## config.mk

```make
export PLATFORM = sky130hd
export DESIGN_NAME = passthrough_mux
export DESIGN_NICKNAME = d
export VERILOG_FILES = /design/src/verilog/passthru_pkg.sv /design/src/verilog/stream_if.sv /design/src/verilog/sync2.sv /design/src/verilog/stream_fifo.sv /design/src/verilog/passthrough_mux.sv
export SDC_FILE = /design/constraint.sdc
export NUM_CORES = 1
export LEC_CHECK = 0
export BUFFER_PORTS_ARGS = -buffer_cell sky130_fd_sc_hd__buf_2
export CAP_MARGIN = 20
export CORE_UTILIZATION = 50
export DETAILED_ROUTE_END_ITERATION = 8
export PLACE_DENSITY = 0.72
export SLEW_MARGIN = 25
export SYNTH_ARGS = -nofsm -noshare
export SYNTH_HDL_FRONTEND = slang
export SYNTH_SLANG_ARGS = --single-unit
```

## constraint.sdc

```tcl
create_clock -name clk -period 2.5 [get_ports clk]
set_input_delay 0.5 -clock clk [delete_from_list [all_inputs] [get_ports clk]]
set_output_delay 0.5 -clock clk [all_outputs]
set_load 0.005 [all_outputs]
```

## src/verilog/passthru_pkg.sv

```systemverilog
package passthru_pkg;

  localparam int ADDR_W = 7;
  localparam int DATA_W = 8;
  localparam int WORD_W = ADDR_W + DATA_W;
  localparam int PINS = 4;
  localparam int FRAME_BITS = 16;
  localparam int CMD_BITS = 8;
  localparam int FIFO_DEPTH = 4;

  localparam logic [ADDR_W-1:0] CTRL_ADDR = 7'h20;
  localparam logic [DATA_W-1:0] CTRL_RESET = 8'h00;
  localparam logic [DATA_W-1:0] CTRL_MASK = 8'hF0;
  localparam int READ_FLAG_BIT = 7;

  localparam int PIN4_SELECT_BIT = 7;
  localparam int PIN3_CLOCK_BIT = 6;
  localparam int PIN2_DATAIN_BIT = 5;
  localparam int PIN1_RETURN_BIT = 4;

  localparam logic [6:0] SYNC_INIT = 7'h4F;

  typedef enum logic [2:0] {
    IDLE_ST  = 3'b001,
    SHIFT_ST = 3'b010,
    ROUTE_ST = 3'b100
  } link_state_type;

endpackage

```

## src/verilog/stream_if.sv

```systemverilog
`timescale 1ns/10ps
interface stream_if #(parameter int WIDTH = 15);
  logic             valid;
  logic             ready;
  logic [WIDTH-1:0] data;

  modport source (output valid, output data, input ready);
  modport sink   (input valid, input data, output ready);
endinterface

```

## src/verilog/sync2.sv

```systemverilog
`timescale 1ns/10ps
module sync2 #(
  parameter int               WIDTH = 7,
  parameter logic [WIDTH-1:0] INIT  = '0
) (
  input  wire logic             clk,
  input  wire logic             sys_rst,
  input  wire logic [WIDTH-1:0] d,
  output logic      [WIDTH-1:0] q
);

  logic [WIDTH-1:0] stage;

  // The first stage feeds only the second.
  always_ff @(posedge clk) begin
    if (sys_rst) begin
      stage <= INIT;
      q     <= INIT;
    end else begin
      stage <= d;
      q     <= stage;
    end
  end

endmodule

```

## src/verilog/stream_fifo.sv

```systemverilog
`timescale 1ns/10ps
module stream_fifo #(
  parameter int WIDTH = 15,
  parameter int DEPTH = 4
) (
  input wire logic clk,
  input wire logic sys_rst,
  stream_if.sink   fill,
  stream_if.source drain
);

  localparam int PW = $clog2(DEPTH);

  logic [WIDTH-1:0] mem [DEPTH];
  logic [PW-1:0]    wr_ptr;
  logic [PW-1:0]    rd_ptr;
  logic [PW:0]      count;
  logic             push;
  logic             pop;

  assign fill.ready  = (count != (PW+1)'(DEPTH));
  assign drain.valid = (count != '0);
  assign drain.data  = mem[rd_ptr];
  assign push        = fill.valid & fill.ready;
  assign pop         = drain.valid & drain.ready;

  always_ff @(posedge clk) begin
    if (push) begin
      mem[wr_ptr] <= fill.data;
    end
  end

  always_ff @(posedge clk) begin
    if (sys_rst) begin
      wr_ptr <= '0;
      rd_ptr <= '0;
      count  <= '0;
    end else begin
      if (push) begin
        wr_ptr <= (wr_ptr == PW'(DEPTH-1)) ? '0 : wr_ptr + 1'b1;
      end
      if (pop) begin
        rd_ptr <= (rd_ptr == PW'(DEPTH-1)) ? '0 : rd_ptr + 1'b1;
      end
      if (push && !pop) begin
        count <= count + 1'b1;
      end else if (pop && !push) begin
        count <= count - 1'b1;
      end
    end
  end

endmodule

```

## src/verilog/passthrough_mux.sv

```systemverilog
// Functional notes
// - Routing starts at chip-select rise ending a control write with any enable set.
// - Routing lasts while chip select stays high, across many downstream transfers.
// - Routing ends at once when chip select falls for a device transfer.
// - Control holds four enables in bits 7..4, low bits unused, reset zero.
// - Pin 4 enable drives pin 4 low while routing, high otherwise.
// - Pin 3 enable drives pin 3 with serial clock while routing.
// - Pin 2 enable drives pin 2 with serial data input while routing.
// - Pin 1 enable returns pin 1 level onto serial data output while routing.
// - Pin level and edge flags keep tracking routed pins.
// - Outside routing each pin follows its own mode and level logic, except pin 4 while its enable is set.
// - Routed pins drive at the rail chosen by their supply select.
// - Supply select zero picks digital supply, one the charge pump, all modes.
`timescale 1ns/10ps
module passthrough_mux (
  input  wire logic                              clk,
  input  wire logic                              sys_rst,
  input  wire logic                              cs_n,
  input  wire logic                              sclk,
  input  wire logic                              din,
  output logic                                   dout,
  output logic                                   dout_oe,
  input  wire logic [passthru_pkg::PINS-1:0]     user_pin_in,
  output logic      [passthru_pkg::PINS-1:0]     user_pin_out,
  output logic      [passthru_pkg::PINS-1:0]     user_pin_oe,
  input  wire logic [passthru_pkg::PINS-1:0]     pin_normal_out,
  input  wire logic [passthru_pkg::PINS-1:0]     pin_normal_oe,
  input  wire logic [passthru_pkg::PINS-1:0]     pin_supply_select,
  output logic      [passthru_pkg::PINS-1:0]     pin_rail_cp,
  output logic      [passthru_pkg::PINS-1:0]     pin_level,
  output logic      [passthru_pkg::PINS-1:0]     pin_rise_flag,
  output logic      [passthru_pkg::PINS-1:0]     pin_fall_flag,
  output logic                                   route_active,
  output logic      [passthru_pkg::ADDR_W-1:0]   reg_read_addr,
  input  wire logic [passthru_pkg::DATA_W-1:0]   reg_read_data,
  output logic                                   reg_write_valid,
  output logic      [passthru_pkg::ADDR_W-1:0]   reg_write_addr,
  output logic      [passthru_pkg::DATA_W-1:0]   reg_write_data,
  input  wire logic                              reg_write_ready,
  output logic                                   reg_write_overrun
);
  import passthru_pkg::*;

  //////////////////////////////////////////////////////////////////////////////
  // Input synchronisers and edge detection.

  logic [6:0]          raw_in;
  logic [6:0]          synced;
  logic                cs_n_s;
  logic                sclk_s;
  logic                din_s;
  logic [PINS-1:0]     pin_s;
  logic                cs_n_d;
  logic                sclk_d;
  logic [PINS-1:0]     pin_d;
  logic                sclk_rise;
  logic                sclk_fall;
  logic                cs_rise;

  assign raw_in = {cs_n, sclk, din, user_pin_in};

  sync2 #(.WIDTH(7), .INIT(SYNC_INIT)) u_sync (
    .clk     (clk),
    .sys_rst (sys_rst),
    .d       (raw_in),
    .q       (synced)
  );

  assign cs_n_s    = synced[6];
  assign sclk_s    = synced[5];
  assign din_s     = synced[4];
  assign pin_s     = synced[3:0];
  assign sclk_rise = sclk_s & ~sclk_d;
  assign sclk_fall = ~sclk_s & sclk_d;
  assign cs_rise   = cs_n_s & ~cs_n_d;

  always_ff @(posedge clk) begin
    if (sys_rst) begin
      cs_n_d <= SYNC_INIT[6];
      sclk_d <= SYNC_INIT[5];
      pin_d  <= SYNC_INIT[3:0];
    end else begin
      cs_n_d <= cs_n_s;
      sclk_d <= sclk_s;
      pin_d  <= pin_s;
    end
  end

  //////////////////////////////////////////////////////////////////////////////
  // Serial frame: command byte then data byte, sampled on rising clock.

  logic [4:0]            bit_cnt;
  logic [FRAME_BITS-1:0] shift_in;
  logic [DATA_W-1:0]     shift_out;
  logic                  read_frame;
  logic                  write_done;
  logic                  ctrl_write;
  logic [DATA_W-1:0]     ctrl;

  assign write_done = cs_rise && (bit_cnt == 5'(FRAME_BITS)) && !shift_in[FRAME_BITS-1];
  assign ctrl_write = write_done && (shift_in[FRAME_BITS-2:DATA_W] == CTRL_ADDR);

  always_ff @(posedge clk) begin
    if (sys_rst || cs_n_s) begin
      bit_cnt  <= '0;
      shift_in <= '0;
    end else if (sclk_rise && bit_cnt != 5'(FRAME_BITS)) begin
      shift_in <= {shift_in[FRAME_BITS-2:0], din_s};
      bit_cnt  <= bit_cnt + 1'b1;
    end
  end

  always_ff @(posedge clk) begin
    if (sys_rst) begin
      reg_read_addr <= '0;
      read_frame    <= 1'b0;
    end else if (bit_cnt == 5'(CMD_BITS) && !cs_n_s) begin
      reg_read_addr <= shift_in[ADDR_W-1:0];
      read_frame    <= shift_in[READ_FLAG_BIT];
    end
  end

  // Readback loads on the falling clock after the command byte.
  always_ff @(posedge clk) begin
    if (sys_rst || cs_n_s) begin
      shift_out <= '0;
    end else if (sclk_fall && bit_cnt == 5'(CMD_BITS)) begin
      if (!read_frame) begin
        shift_out <= '0;
      end else if (reg_read_addr == CTRL_ADDR) begin
        shift_out <= ctrl & CTRL_MASK;
      end else begin
        shift_out <= reg_read_data;
      end
    end else if (sclk_fall && bit_cnt > 5'(CMD_BITS)) begin
      shift_out <= {shift_out[DATA_W-2:0], 1'b0};
    end
  end

  //////////////////////////////////////////////////////////////////////////////
  // Control register and routing state.

  link_state_type state;
  link_state_type next_state;

  always_ff @(posedge clk) begin
    if (sys_rst) begin
      ctrl <= CTRL_RESET;
    end else if (ctrl_write) begin
      ctrl <= shift_in[DATA_W-1:0] & CTRL_MASK;
    end
  end

  always_comb begin
    next_state = state;
    unique case (state)
      IDLE_ST: begin
        if (!cs_n_s) begin
          next_state = SHIFT_ST;
        end
      end
      SHIFT_ST: begin
        if (cs_rise) begin
          if (ctrl_write && (shift_in[DATA_W-1:0] & CTRL_MASK) != '0) begin
            next_state = ROUTE_ST;
          end else begin
            next_state = IDLE_ST;
          end
        end
      end
      ROUTE_ST: begin
        if (!cs_n_s) begin
          next_state = SHIFT_ST;
        end else begin
          next_state = ROUTE_ST;
        end
      end
      default: next_state = IDLE_ST;
    endcase
  end

  always_ff @(posedge clk) begin
    if (sys_rst) begin
      state <= IDLE_ST;
    end else begin
      state <= next_state;
    end
  end

  assign route_active = (state == ROUTE_ST);

  //////////////////////////////////////////////////////////////////////////////
  // Writes to other registers leave through the FIFO.

  stream_if #(.WIDTH(WORD_W)) fill_if ();
  stream_if #(.WIDTH(WORD_W)) drain_if ();

  logic              pend;
  logic [WORD_W-1:0] pend_word;

  always_ff @(posedge clk) begin
    if (sys_rst) begin
      pend              <= 1'b0;
      pend_word         <= '0;
      reg_write_overrun <= 1'b0;
    end else begin
      reg_write_overrun <= write_done && !ctrl_write && pend && !fill_if.ready;
      if (write_done && !ctrl_write) begin
        pend      <= 1'b1;
        pend_word <= shift_in[WORD_W-1:0];
      end else if (fill_if.ready) begin
        pend <= 1'b0;
      end
    end
  end

  assign fill_if.valid   = pend;
  assign fill_if.data    = pend_word;
  assign drain_if.ready  = reg_write_ready;
  assign reg_write_valid = drain_if.valid;
  assign reg_write_addr  = drain_if.data[WORD_W-1:DATA_W];
  assign reg_write_data  = drain_if.data[DATA_W-1:0];

  stream_fifo #(.WIDTH(WORD_W), .DEPTH(FIFO_DEPTH)) u_fifo (
    .clk     (clk),
    .sys_rst (sys_rst),
    .fill    (fill_if.sink),
    .drain   (drain_if.source)
  );

  //////////////////////////////////////////////////////////////////////////////
  // Pin and serial output muxing.

  logic [PINS-1:0] route_on;
  logic [PINS-1:0] route_src;
  logic            return_on;

  assign return_on = route_active & ctrl[PIN1_RETURN_BIT];
  assign route_on  = {ctrl[PIN4_SELECT_BIT],
                      ctrl[PIN3_CLOCK_BIT] & route_active,
                      ctrl[PIN2_DATAIN_BIT] & route_active,
                      return_on};
  assign route_src = {~route_active, sclk_s, din_s, 1'b0};

  generate
    for (genvar i = 0; i < PINS; i++) begin : g_pin
      always_ff @(posedge clk) begin
        if (sys_rst) begin
          user_pin_out[i] <= 1'b0;
          user_pin_oe[i]  <= 1'b0;
        end else if (route_on[i]) begin
          user_pin_out[i] <= route_src[i];
          user_pin_oe[i]  <= (i != 0);
        end else begin
          user_pin_out[i] <= pin_normal_out[i];
          user_pin_oe[i]  <= pin_normal_oe[i];
        end
      end
    end
  endgenerate

  always_ff @(posedge clk) begin
    if (sys_rst) begin
      dout    <= 1'b0;
      dout_oe <= 1'b0;
    end else if (return_on) begin
      dout    <= pin_s[0];
      dout_oe <= 1'b1;
    end else begin
      dout    <= shift_out[DATA_W-1];
      dout_oe <= ~cs_n_s;
    end
  end

  always_ff @(posedge clk) begin
    if (sys_rst) begin
      pin_rail_cp   <= '0;
      pin_level     <= '0;
      pin_rise_flag <= '0;
      pin_fall_flag <= '0;
    end else begin
      pin_rail_cp   <= pin_supply_select;
      pin_level     <= pin_s;
      pin_rise_flag <= pin_s & ~pin_d;
      pin_fall_flag <= ~pin_s & pin_d;
    end
  end
endmodule

```

==> results_tabular.tex, run 1 <==
\begin{tabular}{lr}
\hline
Metric & Value \\
\hline
\multicolumn{2}{l}{\textbf{Placement}} \\
Gpl congestion & about 0.84 \\
Number of buffer cells added on primary ports & 80 \\
Placed wire-length estimate & about 7.8 mm \\
\multicolumn{2}{l}{\textbf{STA}} \\
Transition at the pin with the smallest max-transition slack & 0.744 ns \\
Fmax & 423 MHz \\
Setup violations, final & 0 \\
Total Neg Setup Slack & 0 ns \\
Setup repair after global routing missed its margin & no \\
Worst clock skew & 0.00974 ns \\
Relative slew slack & 50.1\% \\
Final clock period utilization by the worst path & 94.7\% \\
Final hold violations & 0 \\
Max-slew violation count & 0 \\
Clock period minus final worst setup slack & 2.37 ns \\
\multicolumn{2}{l}{\textbf{GRT}} \\
GRT Residual Overflow & 0 \\
Global-route wire length before repair & 19.1 mm \\
Overall track demand over capacity in global routing & roughly a fifth \\
Maximum number of pins on one net before global-route repair & 76 \\
Via count of the first global-routing pass & $\sim$4000 \\
Initial antenna violation count & 0 \\
\multicolumn{2}{l}{\textbf{Worst setup path}} \\
Critical path class & flip-flop to output pin \\
Arr. time, crit path & 1.87 ns \\
Crit path launch type & flip-flop \\
Maximum fanout encountered on the critical timing path & 13 \\
Cells on worst reg2reg path & 8 \\
Critical Path End Type & output pin \\
Required time of the worst setup path & 2.00 ns \\
\multicolumn{2}{l}{\textbf{Clock network}} \\
Clock tree from TritonCTS & built \\
Number of buffers created by CTS & 17 \\
Hold buffers post-CTS & 0 \\
Insertion delay to the later sink of the worst-skew pair & roughly 0.43 ns \\
Post-cts sizing count & 0 \\
Clock tree root driver cell & sky130\_fd\_sc\_hd\_\_clkbuf\_16 \\
Number of H-tree branching levels & 4 \\
Number of buffers added for setup after CTS & 0 \\
Clock sink count & 176 \\
Number of buffers on the longest clock path & 2 \\
Clock transition time at the flip-flop clock pins of the worst setup and hold paths & 0.06 ns \\
\multicolumn{2}{l}{\textbf{Floorplan}} \\
Overall die area & 13400 sq um \\
Standard-cell row count & 41 \\
Effective utilization at floorplan & 51.2\% \\
Placeable Area & 12600 sq um \\
Vertical die dimension & approximately 120 microns \\
Die span in x & approximately 120 microns \\
Number of placed I/O pins & a little over 80 \\
\multicolumn{2}{l}{\textbf{Synthesis}} \\
Sequential cell area fraction in the yosys report & around 64\% \\
Count of mapped cells out of synthesis & roughly 530 \\
Most instantiated flip-flop cell in the synthesis netlist & sky130\_fd\_sc\_hd\_\_dfxtp\_1 \\
Post-Syn Area & 6470 sq um \\
Synth async-reset ratio & 0\% \\
YS warnings & 0 \\
Number of distinct library cells after synthesis & 49 \\
Number of register bits inferred by synthesis & 176 \\
Average instance area after synthesis & 12.3 sq um \\
Net Count, Synth & 565 \\
Number of enable-type register cells in the synthesized netlist & 60 \\
\multicolumn{2}{l}{\textbf{Pwr}} \\
Static Leakage & approximately 2.9 nW \\
Flop pwr share & between 40\% and 50\% \\
Switching Share & between 20\% and 30\% \\
Part of the power in the clock network & 41.0\% \\
Total Power & 6.22 mW \\
Worst vdd rail ir drop & 0.399 mV \\
Internal power consumption & roughly 4.8 mW \\
Pwr per Cell Area & 812 nW/um\^{}2 \\
Switching power & 1.39 mW \\
Power share of the combinational group & 9.7\% \\
\multicolumn{2}{l}{\textbf{Min path}} \\
Class of the worst hold path & input port to flip-flop \\
Hold Path Depth & 2 \\
\multicolumn{2}{l}{\textbf{Route}} \\
First drt pass iteration count & 4 \\
Avg Vias per Cell & 5.17 \\
Total wire length & 11.5 mm \\
Routed length on met3 & 488 microns \\
DR WL/cell & 14.4 microns \\
Detailed Route Iter0 Violations & slightly below 200 \\
Highest routing layer actually used & met4 \\
Detailed-routing wirelength on met1 & 5.14 mm \\
Vias & 4126 \\
Wire length on met2 & around 5.7 mm \\
Antenna viol nets, final & 0 \\
Final routed DRC violation total & 0 \\
\multicolumn{2}{l}{\textbf{Layout}} \\
Most frequent standard cell in the layout excluding fill and tap cells & sky130\_fd\_sc\_hd\_\_dfxtp\_1 \\
Post-layout nets & 652 \\
Commonest cells after routing, fill and taps aside & sky130\_fd\_sc\_hd\_\_dfxtp\_1 (116), sky130\_fd\_sc\_hd\_\_buf\_2 (80), sky130\_fd\_sc\_hd\_\_edfxtp\_1 (60) \\
Area growth from synthesis to layout & 18.5\% \\
Layout cell share with drive strength beyond 1 & about a quarter \\
Inserted Diodes & 0 \\
Number of fillers in the final layout & approximately 1000 \\
\multicolumn{2}{l}{\textbf{Flow run}} \\
Max Cap Violations & 0 \\
\multicolumn{2}{l}{\textbf{Outcome}} \\
Status & finished clean \\
\hline
\end{tabular}
cell families (layout without fill, tap and decap cells):
logic type	Yosys count	in the layout	share of synthesized area, %
adders and majority gates	9	9	1.86
xor gates and xnor gates	6	6	0.813
and+or+nand+nor	193	193	16.0
buffers and inverters	34	134	2.15
DFF	176	176	63.8
muxes	36	36	8.47
AOI/OAI and AO/OA	72	72	6.91
layer usage:
| layer | vias up | GRT usage [%] |
|---|---|---|
| met3 | 13 | 4.34 |
| li1 | 2024 | - |
| met5 | - | 0 |
| met2 | 102 | 31.9 |
| met4 | 0 | 8.55 |
| met1 | 1987 | 23.1 |
critical path, stage by stage, from the launching register on:
cell                      delay [ns]
sky130_fd_sc_hd__dfxtp_1        0.40
sky130_fd_sc_hd__inv_1          0.10
sky130_fd_sc_hd__or3_1          0.42
sky130_fd_sc_hd__inv_1          0.34
sky130_fd_sc_hd__buf_2          0.19
area by class of cell:
| type | count | area, sq um | area share (%) |
|---|---|---|---|
| clock inverter | 12 | 104 | 1.36 |
| multi-input combinational | 316 | 2200 | 28.8 |
| tap | 172 | 215 | 2.81 |
| sequential | 176 | 4120 | 53.8 |
| inverter | 11 | 41.3 | 0.539 |
| clock buffer | 20 | 479 | 6.25 |
| timing repair buffer | 91 | 495 | 6.47 |
sequential cells by signal, summed over array words and instances, names as in the netlist, 5 cells and up, named ones only:
register / cells
u_fifo.mem: 60
u_sync.stage: 7
shift_out: 8
u_sync.q: 7
shift_in: 16
fill_if.data: 15
reg_read_addr: 7
bit_cnt: 5
per-stage QoR:
| step | worst slack (ns) | hold slack [ns] | cell area [sq um] | util, % | cells |
|---|---|---|---|---|---|
| final | 0.133 | 0.261 | 7660 | 60.7 | 798 |
| after global routing | 0.0477 | 0.258 | 7660 | 60.7 | 798 |
| after CTS | 0.139 | 0.242 | 7660 | 60.7 | 798 |
| after detailed placement | 0.256 | 0.393 | 7080 | 56.1 | 766 |
| after global placement | 0.394 | 0.392 | 7080 | 56.1 | 766 |
| after floorplan | 0.389 | 0.389 | 6470 | - | 526 |
cells in the mapped netlist, types with 2 or more instances:
cell,n,area (sq um)
sky130_fd_sc_hd__nor2b_1,18,113
sky130_fd_sc_hd__clkbuf_1,15,56.3
sky130_fd_sc_hd__edfxtp_1,60,1800
sky130_fd_sc_hd__a221oi_1,3,26.3
sky130_fd_sc_hd__mux4_2,15,338
sky130_fd_sc_hd__xor2_1,5,43.8
sky130_fd_sc_hd__and2_1,16,100
sky130_fd_sc_hd__dfxtp_1,116,2320
sky130_fd_sc_hd__a211oi_1,2,15.0
sky130_fd_sc_hd__ha_1,8,100
sky130_fd_sc_hd__a21boi_0,4,30.0
sky130_fd_sc_hd__mux2i_1,21,210
sky130_fd_sc_hd__nor4_1,6,37.5
sky130_fd_sc_hd__buf_2,3,15.0
sky130_fd_sc_hd__nor3b_1,5,37.5
sky130_fd_sc_hd__buf_1,4,15.0
sky130_fd_sc_hd__nand3_1,7,35.0
sky130_fd_sc_hd__nor2_1,48,180
sky130_fd_sc_hd__o21ai_0,12,60.1
sky130_fd_sc_hd__nor3b_2,2,25.0
sky130_fd_sc_hd__nand2_1,53,199
sky130_fd_sc_hd__nor3_1,4,20.0
sky130_fd_sc_hd__or2_2,16,100
sky130_fd_sc_hd__nand4_1,2,12.5
sky130_fd_sc_hd__inv_1,11,41.3
sky130_fd_sc_hd__or3_1,4,25.0
sky130_fd_sc_hd__a2111oi_0,4,35.0
sky130_fd_sc_hd__a21oi_1,39,195
sky130_fd_sc_hd__nand2b_1,3,18.8
path summary, 6_finish.rpt:
check | start | endpoint | slack [ns]
setup reg to reg | u_fifo.count[2] | u_fifo.count[2] | 0.25
hold / removal | user_pin_in[1] | u_sync.stage[1] | 0.26
setup / recovery | state[2] | route_active | 0.13
hold reg to reg | u_sync.stage[1] | u_sync.q[1] | 0.41
power by group through the flow:
stage	Clock (mW)	Sequential (mW)	Combinational (mW)
2_1_floorplan	0	3.12	0.420
3_3_place_gp	0	3.12	0.596
3_5_place_dp	0	3.13	0.616
4_1_cts	2.60	3.07	0.618
5_1_grt	2.70	3.07	0.689
6_report	2.55	3.07	0.604
(Power assumes the default switching activity.)
==> run 2: changes to the inputs <==
--- a/config.mk
+++ b/config.mk
@@ -7,6 +7,7 @@
 export LEC_CHECK = 0
 export BUFFER_PORTS_ARGS = -buffer_cell sky130_fd_sc_hd__buf_2
 export CAP_MARGIN = 20
+export CORE_MARGIN = 3
 export CORE_UTILIZATION = 50
 export DETAILED_ROUTE_END_ITERATION = 8
 export PLACE_DENSITY = 0.72
==> run 2 against run 1 <==
  * Combinational power increased by 2%
  * Power decreased by 2.6%
  * Design area decreased by 0.67%
  * Maximum frequency increased by 5.4%
  * First-iteration DRC count increased by 17%
  * Die area increased by 7.0%
  * Register-to-register slack about the same
  * Clock power decreased by 7%
  * Non-clock buffer count increased by 1
  * Highest routed layer unchanged
==> results_tabular.tex, run 2 (synthesis gave the netlist of run 1 again) <==
\begin{tabular}{lr}
\hline
Metric & Value \\
\hline
\multicolumn{2}{l}{\textbf{Route}} \\
Final routed DRC violation total & 0 (unchanged) \\
Detailed Route Iter0 Violations & 229 (+17\%) \\
Antenna viol nets, final & 0 (unchanged) \\
Total wire length & 12.1 mm (+5.0\%) \\
DR WL/cell & 15.2 microns (+5.4\%) \\
Avg Vias per Cell & 5.21 (+0.79\%) \\
First drt pass iteration count & 5 (+1) \\
Wire length on met2 & 6.20 mm (+8.9\%) \\
Detailed-routing wirelength on met1 & 5.20 mm (+1.2\%) \\
Vias & 4143 (+0.41\%) \\
Routed length on met3 & 553 microns (+13\%) \\
Highest routing layer actually used & met4 \\
\multicolumn{2}{l}{\textbf{Layout}} \\
Commonest cells after routing, fill and taps aside & sky130\_fd\_sc\_hd\_\_dfxtp\_1 (116), sky130\_fd\_sc\_hd\_\_buf\_2 (80), sky130\_fd\_sc\_hd\_\_edfxtp\_1 (60) \\
Inserted Diodes & 0 (unchanged) \\
Post-layout nets & 653 (+0.15\%) \\
Most frequent standard cell in the layout excluding fill and tap cells & sky130\_fd\_sc\_hd\_\_dfxtp\_1 \\
Area growth from synthesis to layout & 17.7\% \\
Layout cell share with drive strength beyond 1 & 25.5\% (-0.52 points) \\
Flip-flop count of the largest register, all copies and words added & 60 (unchanged) \\
Register with the most flip-flops & u\_fifo.mem \\
Post-route cell area & 7610 sq um (-0.67\%) \\
Core Util, Final & 61.8\% (+1.1 points) \\
\multicolumn{2}{l}{\textbf{STA}} \\
Fmax & 445 MHz (+5.4\%) \\
Relative slew slack & 45.6\% (-4.5 points) \\
Worst clock skew & 0.00658 ns (-0.00316 ns) \\
Transition at the pin with the smallest max-transition slack & 0.810 ns (+0.0665 ns) \\
Final clock period utilization by the worst path & 89.8\% (-4.9 points) \\
Setup violations, final & 0 (unchanged) \\
Final hold violations & 0 (unchanged) \\
Clock period minus final worst setup slack & 2.24 ns (-0.122 ns) \\
Max-slew violation count & 0 (unchanged) \\
Setup repair after global routing missed its margin & no \\
Total Neg Setup Slack & 0 ns (unchanged) \\
\multicolumn{2}{l}{\textbf{Floorplan}} \\
Standard-cell row count & 40 (-2.4\%) \\
Overall die area & 14300 sq um (+7.0\%) \\
Placeable Area & 12300 sq um (-2.4\%) \\
Die span in x & 120 microns (+3.5\%) \\
Effective utilization at floorplan & 52.5\% (+1.3 points) \\
Number of placed I/O pins & 81 (unchanged) \\
Vertical die dimension & 120 microns (+3.5\%) \\
\multicolumn{2}{l}{\textbf{Worst setup path}} \\
Capturing point of the worst reg2reg path & u\_fifo.count[2] \\
Top cell family by delay on the critical path & simple AND/OR/NAND/NOR gates \\
Crit path launch type & flip-flop \\
Critical Path End Type & flip-flop \\
Crit path buf inv count & 1 (-2) \\
Cells on worst reg2reg path & 8 (unchanged) \\
Arr. time, crit path & 2.58 ns (+0.71 ns) \\
Most frequent CP cell & sky130\_fd\_sc\_hd\_\_or3\_1 \\
Reg2reg setup slack & 0.26 ns (about the same) \\
Maximum fanout encountered on the critical timing path & 5 (-8) \\
Critical register-to-register path startpoint & u\_fifo.count[2] \\
Slowest stage cell on the critical path & sky130\_fd\_sc\_hd\_\_or3\_1 \\
Cell Chain, Critical Path & or3\_1 -> nand2\_1 -> ha\_1 -> inv\_1 -> fa\_1 -> xor2\_1 -> or3\_1 -> a21oi\_1 \\
Required time of the worst setup path & 2.84 ns (+0.84 ns) \\
Critical path class & flip-flop to flip-flop \\
Critical Path Max Stage Delay & 0.41 ns (about the same) \\
\multicolumn{2}{l}{\textbf{GRT}} \\
Overall track demand over capacity in global routing & 17.8\% (-1.1 points) \\
Global-route wire length before repair & 20.1 mm (+5.2\%) \\
GRT Residual Overflow & 0 (unchanged) \\
Initial antenna violation count & 0 (unchanged) \\
Via count of the first global-routing pass & 4170 (+3.8\%) \\
Maximum number of pins on one net before global-route repair & 76 (unchanged) \\
\multicolumn{2}{l}{\textbf{Pwr}} \\
Flop pwr share & 50.6\% (+1.3 points) \\
Switching power & 1.33 mW (-4.0\%) \\
Part of the power in the clock network & 39.2\% (-1.8 points) \\
Pwr per Cell Area & 795 nW/um\^{}2 (-2.0\%) \\
Static Leakage & 2.83 nW (-0.84\%) \\
Worst vdd rail ir drop & 0.423 mV (+6.0\%) \\
Power share of the combinational group & 10.2\% (+0.5 points) \\
Internal power consumption & 4.72 mW (-2.2\%) \\
Switching Share & 22.0\% (-0.32 points) \\
\multicolumn{2}{l}{\textbf{Outcome}} \\
Status & finished clean \\
\multicolumn{2}{l}{\textbf{Placement}} \\
Number of buffer cells added on primary ports & 80 (unchanged) \\
Cell area after placement & 7070 sq um (-0.14\%) \\
Gpl congestion & 0.774 (-8.2\%) \\
Placed wire-length estimate & 8.19 mm (+4.8\%) \\
\multicolumn{2}{l}{\textbf{Clock network}} \\
Hold buffers post-CTS & 0 (unchanged) \\
Post-cts sizing count & 0 (unchanged) \\
Number of buffers created by CTS & 17 (unchanged) \\
Clock transition time at the flip-flop clock pins of the worst setup and hold paths & 0.06 ns (about the same) \\
Number of H-tree branching levels & 4 (unchanged) \\
Number of buffers on the longest clock path & 2 (unchanged) \\
Clock sink count & 176 (unchanged) \\
Clock tree root driver cell & sky130\_fd\_sc\_hd\_\_clkbuf\_16 \\
Insertion delay to the later sink of the worst-skew pair & 0.41 ns (-0.02 ns) \\
Clock tree from TritonCTS & built \\
Number of buffers added for setup after CTS & 0 (unchanged) \\
\multicolumn{2}{l}{\textbf{Min path}} \\
Min-Delay Startpoint & user\_pin\_in[0] \\
Endpoint of the worst hold-timing path & u\_sync.stage[0] \\
Hold Path Depth & 2 (unchanged) \\
Class of the worst hold path & input port to flip-flop \\
\multicolumn{2}{l}{\textbf{Flow run}} \\
Max Cap Violations & 0 (unchanged) \\
\hline
\end{tabular}
==> run 2: changes by cell type in the layout (fill, tap and decap cells not counted), sizes merged <==
cell    previous run  this run
buf               91        92
clkinv             7        10
inv               14        11
==> run 2: per-layer routing <==
layer	vias to the layer above	track usage, %
met4	0	5.15
met1	2008	21.8
li1	2028	-
met5	-	0
met3	13	5.56
met2	94	30.3
==> run 2: power by group through the flow <==
stage | combinational (mW) | sequential, mW | clock [mW]
2_1_floorplan | 0.420 | 3.12 | 0
3_3_place_gp | 0.606 | 3.12 | 0
3_5_place_dp | 0.635 | 3.12 | 0
4_1_cts | 0.639 | 3.06 | 2.44
5_1_grt | 0.696 | 3.07 | 2.57
6_report | 0.619 | 3.06 | 2.37
==> run 2: worst register-to-register path: stages (launching register included) <==
cell,delay (ns)
sky130_fd_sc_hd__dfxtp_1,0.34
sky130_fd_sc_hd__or3_1,0.41
sky130_fd_sc_hd__nand2_1,0.14
sky130_fd_sc_hd__ha_1,0.22
sky130_fd_sc_hd__inv_1,0.07
sky130_fd_sc_hd__fa_1,0.38
sky130_fd_sc_hd__xor2_1,0.17
sky130_fd_sc_hd__or3_1,0.31
sky130_fd_sc_hd__a21oi_1,0.13
==> run 2: through the flow <==
step,power [mW],std cells,setup slack (ns),hold WS (ns)
after global placement,3.72,763,0.385,0.393
after global routing,6.33,795,0.120,0.252
after CTS,6.14,795,0.234,0.249
final,6.06,795,0.255,0.270
after detailed placement,3.76,763,0.248,0.396
after floorplan,3.54,526,0.389,0.389
==> run 2: how the worst max path moves through the flow <==
stage	from	end	slack, ns	cells past startpoint
global route	u_fifo.count[2]	u_fifo.count[2]	0.12	8
detailed placement	u_fifo.count[2]	u_fifo.count[2]	0.25	8
floorplan	u_fifo.count[0]	u_fifo.count[2]	0.39	8
global placement	u_fifo.count[0]	u_fifo.count[2]	0.39	8
CTS	flip-flop	reg_write_data[6]	0.23	3
finish	u_fifo.count[2]	u_fifo.count[2]	0.26	8
==> run 2: layout make-up <==
type	instances	area (sq um)
Tap cell	168	210
Multi-Input combinational cell	316	2200
Sequential cell	176	4120
Inverter	11	41.3
Clock inverter	12	95.1
Fill cell	991	4700
Timing Repair Buffer	92	490
Clock buffer	20	447
==> run 3: changes to the inputs <==
--- a/config.mk
+++ b/config.mk
@@ -9,6 +9,7 @@
 export CAP_MARGIN = 20
 export CORE_MARGIN = 3
 export CORE_UTILIZATION = 50
+export CTS_BUF_LIST = sky130_fd_sc_hd__clkbuf_8
 export DETAILED_ROUTE_END_ITERATION = 8
 export PLACE_DENSITY = 0.72
 export SLEW_MARGIN = 25
==> run 3 against run 2 <==
  * Power is 11% lower
  * Worst setup slack worse by 0.014 ns
  * Critical path depth is 5 lower
  * First-iteration DRC count increased by 17%
  * Critical endpoint is now reg_write_data[4]
  * Largest cell class unchanged
  * Utilization is 1.6 points lower
  * Design area shrank 2.5%
  * Sequential cell count stayed put
  * Routed wire length is 0.26% lower
  * Via count is essentially flat
  * Combinational power is essentially flat
==> results_tabular.tex, run 3 (synthesis gave the netlist of run 1 again) <==
\begin{tabular}{lr}
\hline
Metric & Value \\
\hline
\multicolumn{2}{l}{\textbf{Worst setup path}} \\
Critical path class & flip-flop to output pin \\
Crit path launch type & flip-flop \\
Critical Path Max Stage Delay & 0.56 ns (+0.15 ns) \\
Arr. time, crit path & 1.76 ns (-0.82 ns) \\
Cell Chain, Critical Path & buf\_4 -> mux4\_2 -> buf\_2 \\
Slowest stage cell on the critical path & sky130\_fd\_sc\_hd\_\_mux4\_2 \\
Crit path buf inv count & 2 (+1) \\
Critical Path End Type & output pin \\
Maximum fanout encountered on the critical timing path & 15 (+10) \\
Top cell family by delay on the critical path & multiplexers \\
Required time of the worst setup path & 2.00 ns (-0.84 ns) \\
\multicolumn{2}{l}{\textbf{Layout}} \\
Total area of sequential cells & 4120 sq um (unchanged) \\
Non-Filler Instances & 795 (unchanged) \\
Most frequent standard cell in the layout excluding fill and tap cells & sky130\_fd\_sc\_hd\_\_dfxtp\_1 \\
Layout cell share with drive strength beyond 1 & 25.5\% (unchanged) \\
Multi-input combinational cell area & 2200 sq um (unchanged) \\
Register with the most flip-flops & u\_fifo.mem \\
Area growth from synthesis to layout & 14.7\% \\
Post-route cell area & 7420 sq um (-2.5\%) \\
Number of fillers in the final layout & 1038 (+4.7\%) \\
Commonest cells after routing, fill and taps aside & sky130\_fd\_sc\_hd\_\_dfxtp\_1 (116), sky130\_fd\_sc\_hd\_\_buf\_2 (80), sky130\_fd\_sc\_hd\_\_edfxtp\_1 (60) \\
Post-layout nets & 653 (unchanged) \\
Inserted Diodes & 0 (unchanged) \\
Flip-flop count of the largest register, all copies and words added & 60 (unchanged) \\
\multicolumn{2}{l}{\textbf{Floorplan}} \\
Placeable Area & 12300 sq um (unchanged) \\
Vertical die dimension & 120 microns (unchanged) \\
Overall die area & 14300 sq um (unchanged) \\
Standard-cell row count & 40 (unchanged) \\
Number of placed I/O pins & 81 (unchanged) \\
Die span in x & 120 microns (unchanged) \\
Effective utilization at floorplan & 52.5\% (unchanged) \\
\multicolumn{2}{l}{\textbf{Placement}} \\
Gpl congestion & 0.774 (unchanged) \\
Placed cell count & 763 (unchanged) \\
Pre-CTS setup slack & 0.248 ns (unchanged) \\
Placed wire-length estimate & 8.19 mm (unchanged) \\
Cell area after placement & 7070 sq um (unchanged) \\
Number of buffer cells added on primary ports & 80 (unchanged) \\
\multicolumn{2}{l}{\textbf{STA}} \\
Max-slew violation count & 0 (unchanged) \\
Fmax & 443 MHz (-0.61\%) \\
Final hold violations & 0 (unchanged) \\
Worst-case setup margin in the final layout & 0.241 ns (-0.0137 ns) \\
Worst clock skew & 0.0127 ns (+0.00610 ns) \\
Setup repair after global routing missed its margin & no \\
Final clock period utilization by the worst path & 90.3\% (+0.55 points) \\
Relative slew slack & 45.8\% (+0.15 points) \\
Transition at the pin with the smallest max-transition slack & 0.808 ns (-0.00223 ns) \\
Setup violations, final & 0 (unchanged) \\
Total Neg Setup Slack & 0 ns (unchanged) \\
Clock period minus final worst setup slack & 2.26 ns (+0.0137 ns) \\
\multicolumn{2}{l}{\textbf{Pwr}} \\
Pwr per Cell Area & 727 nW/um\^{}2 (-8.6\%) \\
Static Leakage & 2.75 nW (-2.8\%) \\
Total Power & 5.40 mW (-11\%) \\
Worst vdd rail ir drop & 0.301 mV (-29\%) \\
\multicolumn{2}{l}{\textbf{Route}} \\
Final routed DRC violation total & 0 (unchanged) \\
First drt pass iteration count & 4 (-1) \\
Detailed Route Iter0 Violations & 268 (+17\%) \\
DR WL/cell & 15.2 microns (-0.26\%) \\
Vias & 4141 (-0.048\%) \\
Antenna viol nets, final & 0 (unchanged) \\
Avg Vias per Cell & 5.21 (about the same) \\
Total wire length & 12.1 mm (-0.26\%) \\
\multicolumn{2}{l}{\textbf{GRT}} \\
GRT Residual Overflow & 0 (unchanged) \\
Initial antenna violation count & 0 (unchanged) \\
Via count of the first global-routing pass & 4161 (-0.22\%) \\
Overall track demand over capacity in global routing & 17.6\% (-0.13 points) \\
Maximum number of pins on one net before global-route repair & 76 (unchanged) \\
Global-route wire length before repair & 20.0 mm (-0.48\%) \\
\multicolumn{2}{l}{\textbf{Clock network}} \\
Number of buffers created by CTS & 17 (unchanged) \\
Clock sink count & 176 (unchanged) \\
Hold buffers post-CTS & 0 (unchanged) \\
Clock tree from TritonCTS & built \\
Clock transition time at the flip-flop clock pins of the worst setup and hold paths & 0.08 ns (+0.02 ns) \\
Number of buffers on the longest clock path & 2 (unchanged) \\
Post-cts sizing count & 0 (unchanged) \\
Number of buffers added for setup after CTS & 0 (unchanged) \\
Clock tree root driver cell & sky130\_fd\_sc\_hd\_\_clkbuf\_8 \\
Insertion delay to the later sink of the worst-skew pair & 0.44 ns (+0.03 ns) \\
Number of H-tree branching levels & 4 (unchanged) \\
\multicolumn{2}{l}{\textbf{Min path}} \\
Class of the worst hold path & input port to flip-flop \\
\multicolumn{2}{l}{\textbf{Outcome}} \\
Status & finished clean \\
\multicolumn{2}{l}{\textbf{Flow run}} \\
Max Cap Violations & 0 (unchanged) \\
\hline
\end{tabular}
run 3: cell count changes in the layout (fill, tap and decap cells not counted), sizes merged:
cell / previous run / this run
clkbuf: 20 / 18
inv: 11 / 13
run 3: per-stage QoR:
stage               utilization [%]  hold WS, ns
finish                         60.3        0.237
global route                   60.3        0.212
CTS                            60.3        0.208
detailed placement             57.4        0.396
global placement               57.4        0.393
floorplan                         -        0.389
run 3: layout make-up:
class / count / area share (%)
clock inverter: 14 / 1.38
timing repair buffer: 92 / 6.61
clock buffer: 18 / 3.34
tap: 168 / 2.83
multi-input combinational: 316 / 29.7
sequential: 176 / 55.6
inverter: 11 / 0.556
run 3: where the power goes:
group	switching, mW	leakage [nW]	internal (mW)
combinational	0.292	1.06	0.328
sequential	0.0496	1.50	3.01
clock	0.925	0.187	0.792
run 3: worst paths after layout:
path / cells after the start / to / startpoint / slack, ns
hold / removal: 2 / u_sync.stage[0] / user_pin_in[0] / 0.24
setup reg to reg: 8 / u_fifo.count[2] / u_fifo.count[2] / 0.25
setup / recovery: 3 / reg_write_data[4] / flip-flop / 0.24
hold reg to reg: 1 / u_sync.q[1] / u_sync.stage[1] / 0.41
run 3: per-layer routing:
metal	global-route usage (%)	part of all wire (%)	vias to the layer above	wire length (microns)
li1	-	-	2026	-
met1	21.6	44	2016	5260
met4	5.87	1.1	0	137
met2	30.1	51	86	6100
met3	5.04	4.6	13	554
met5	0	0	-	0
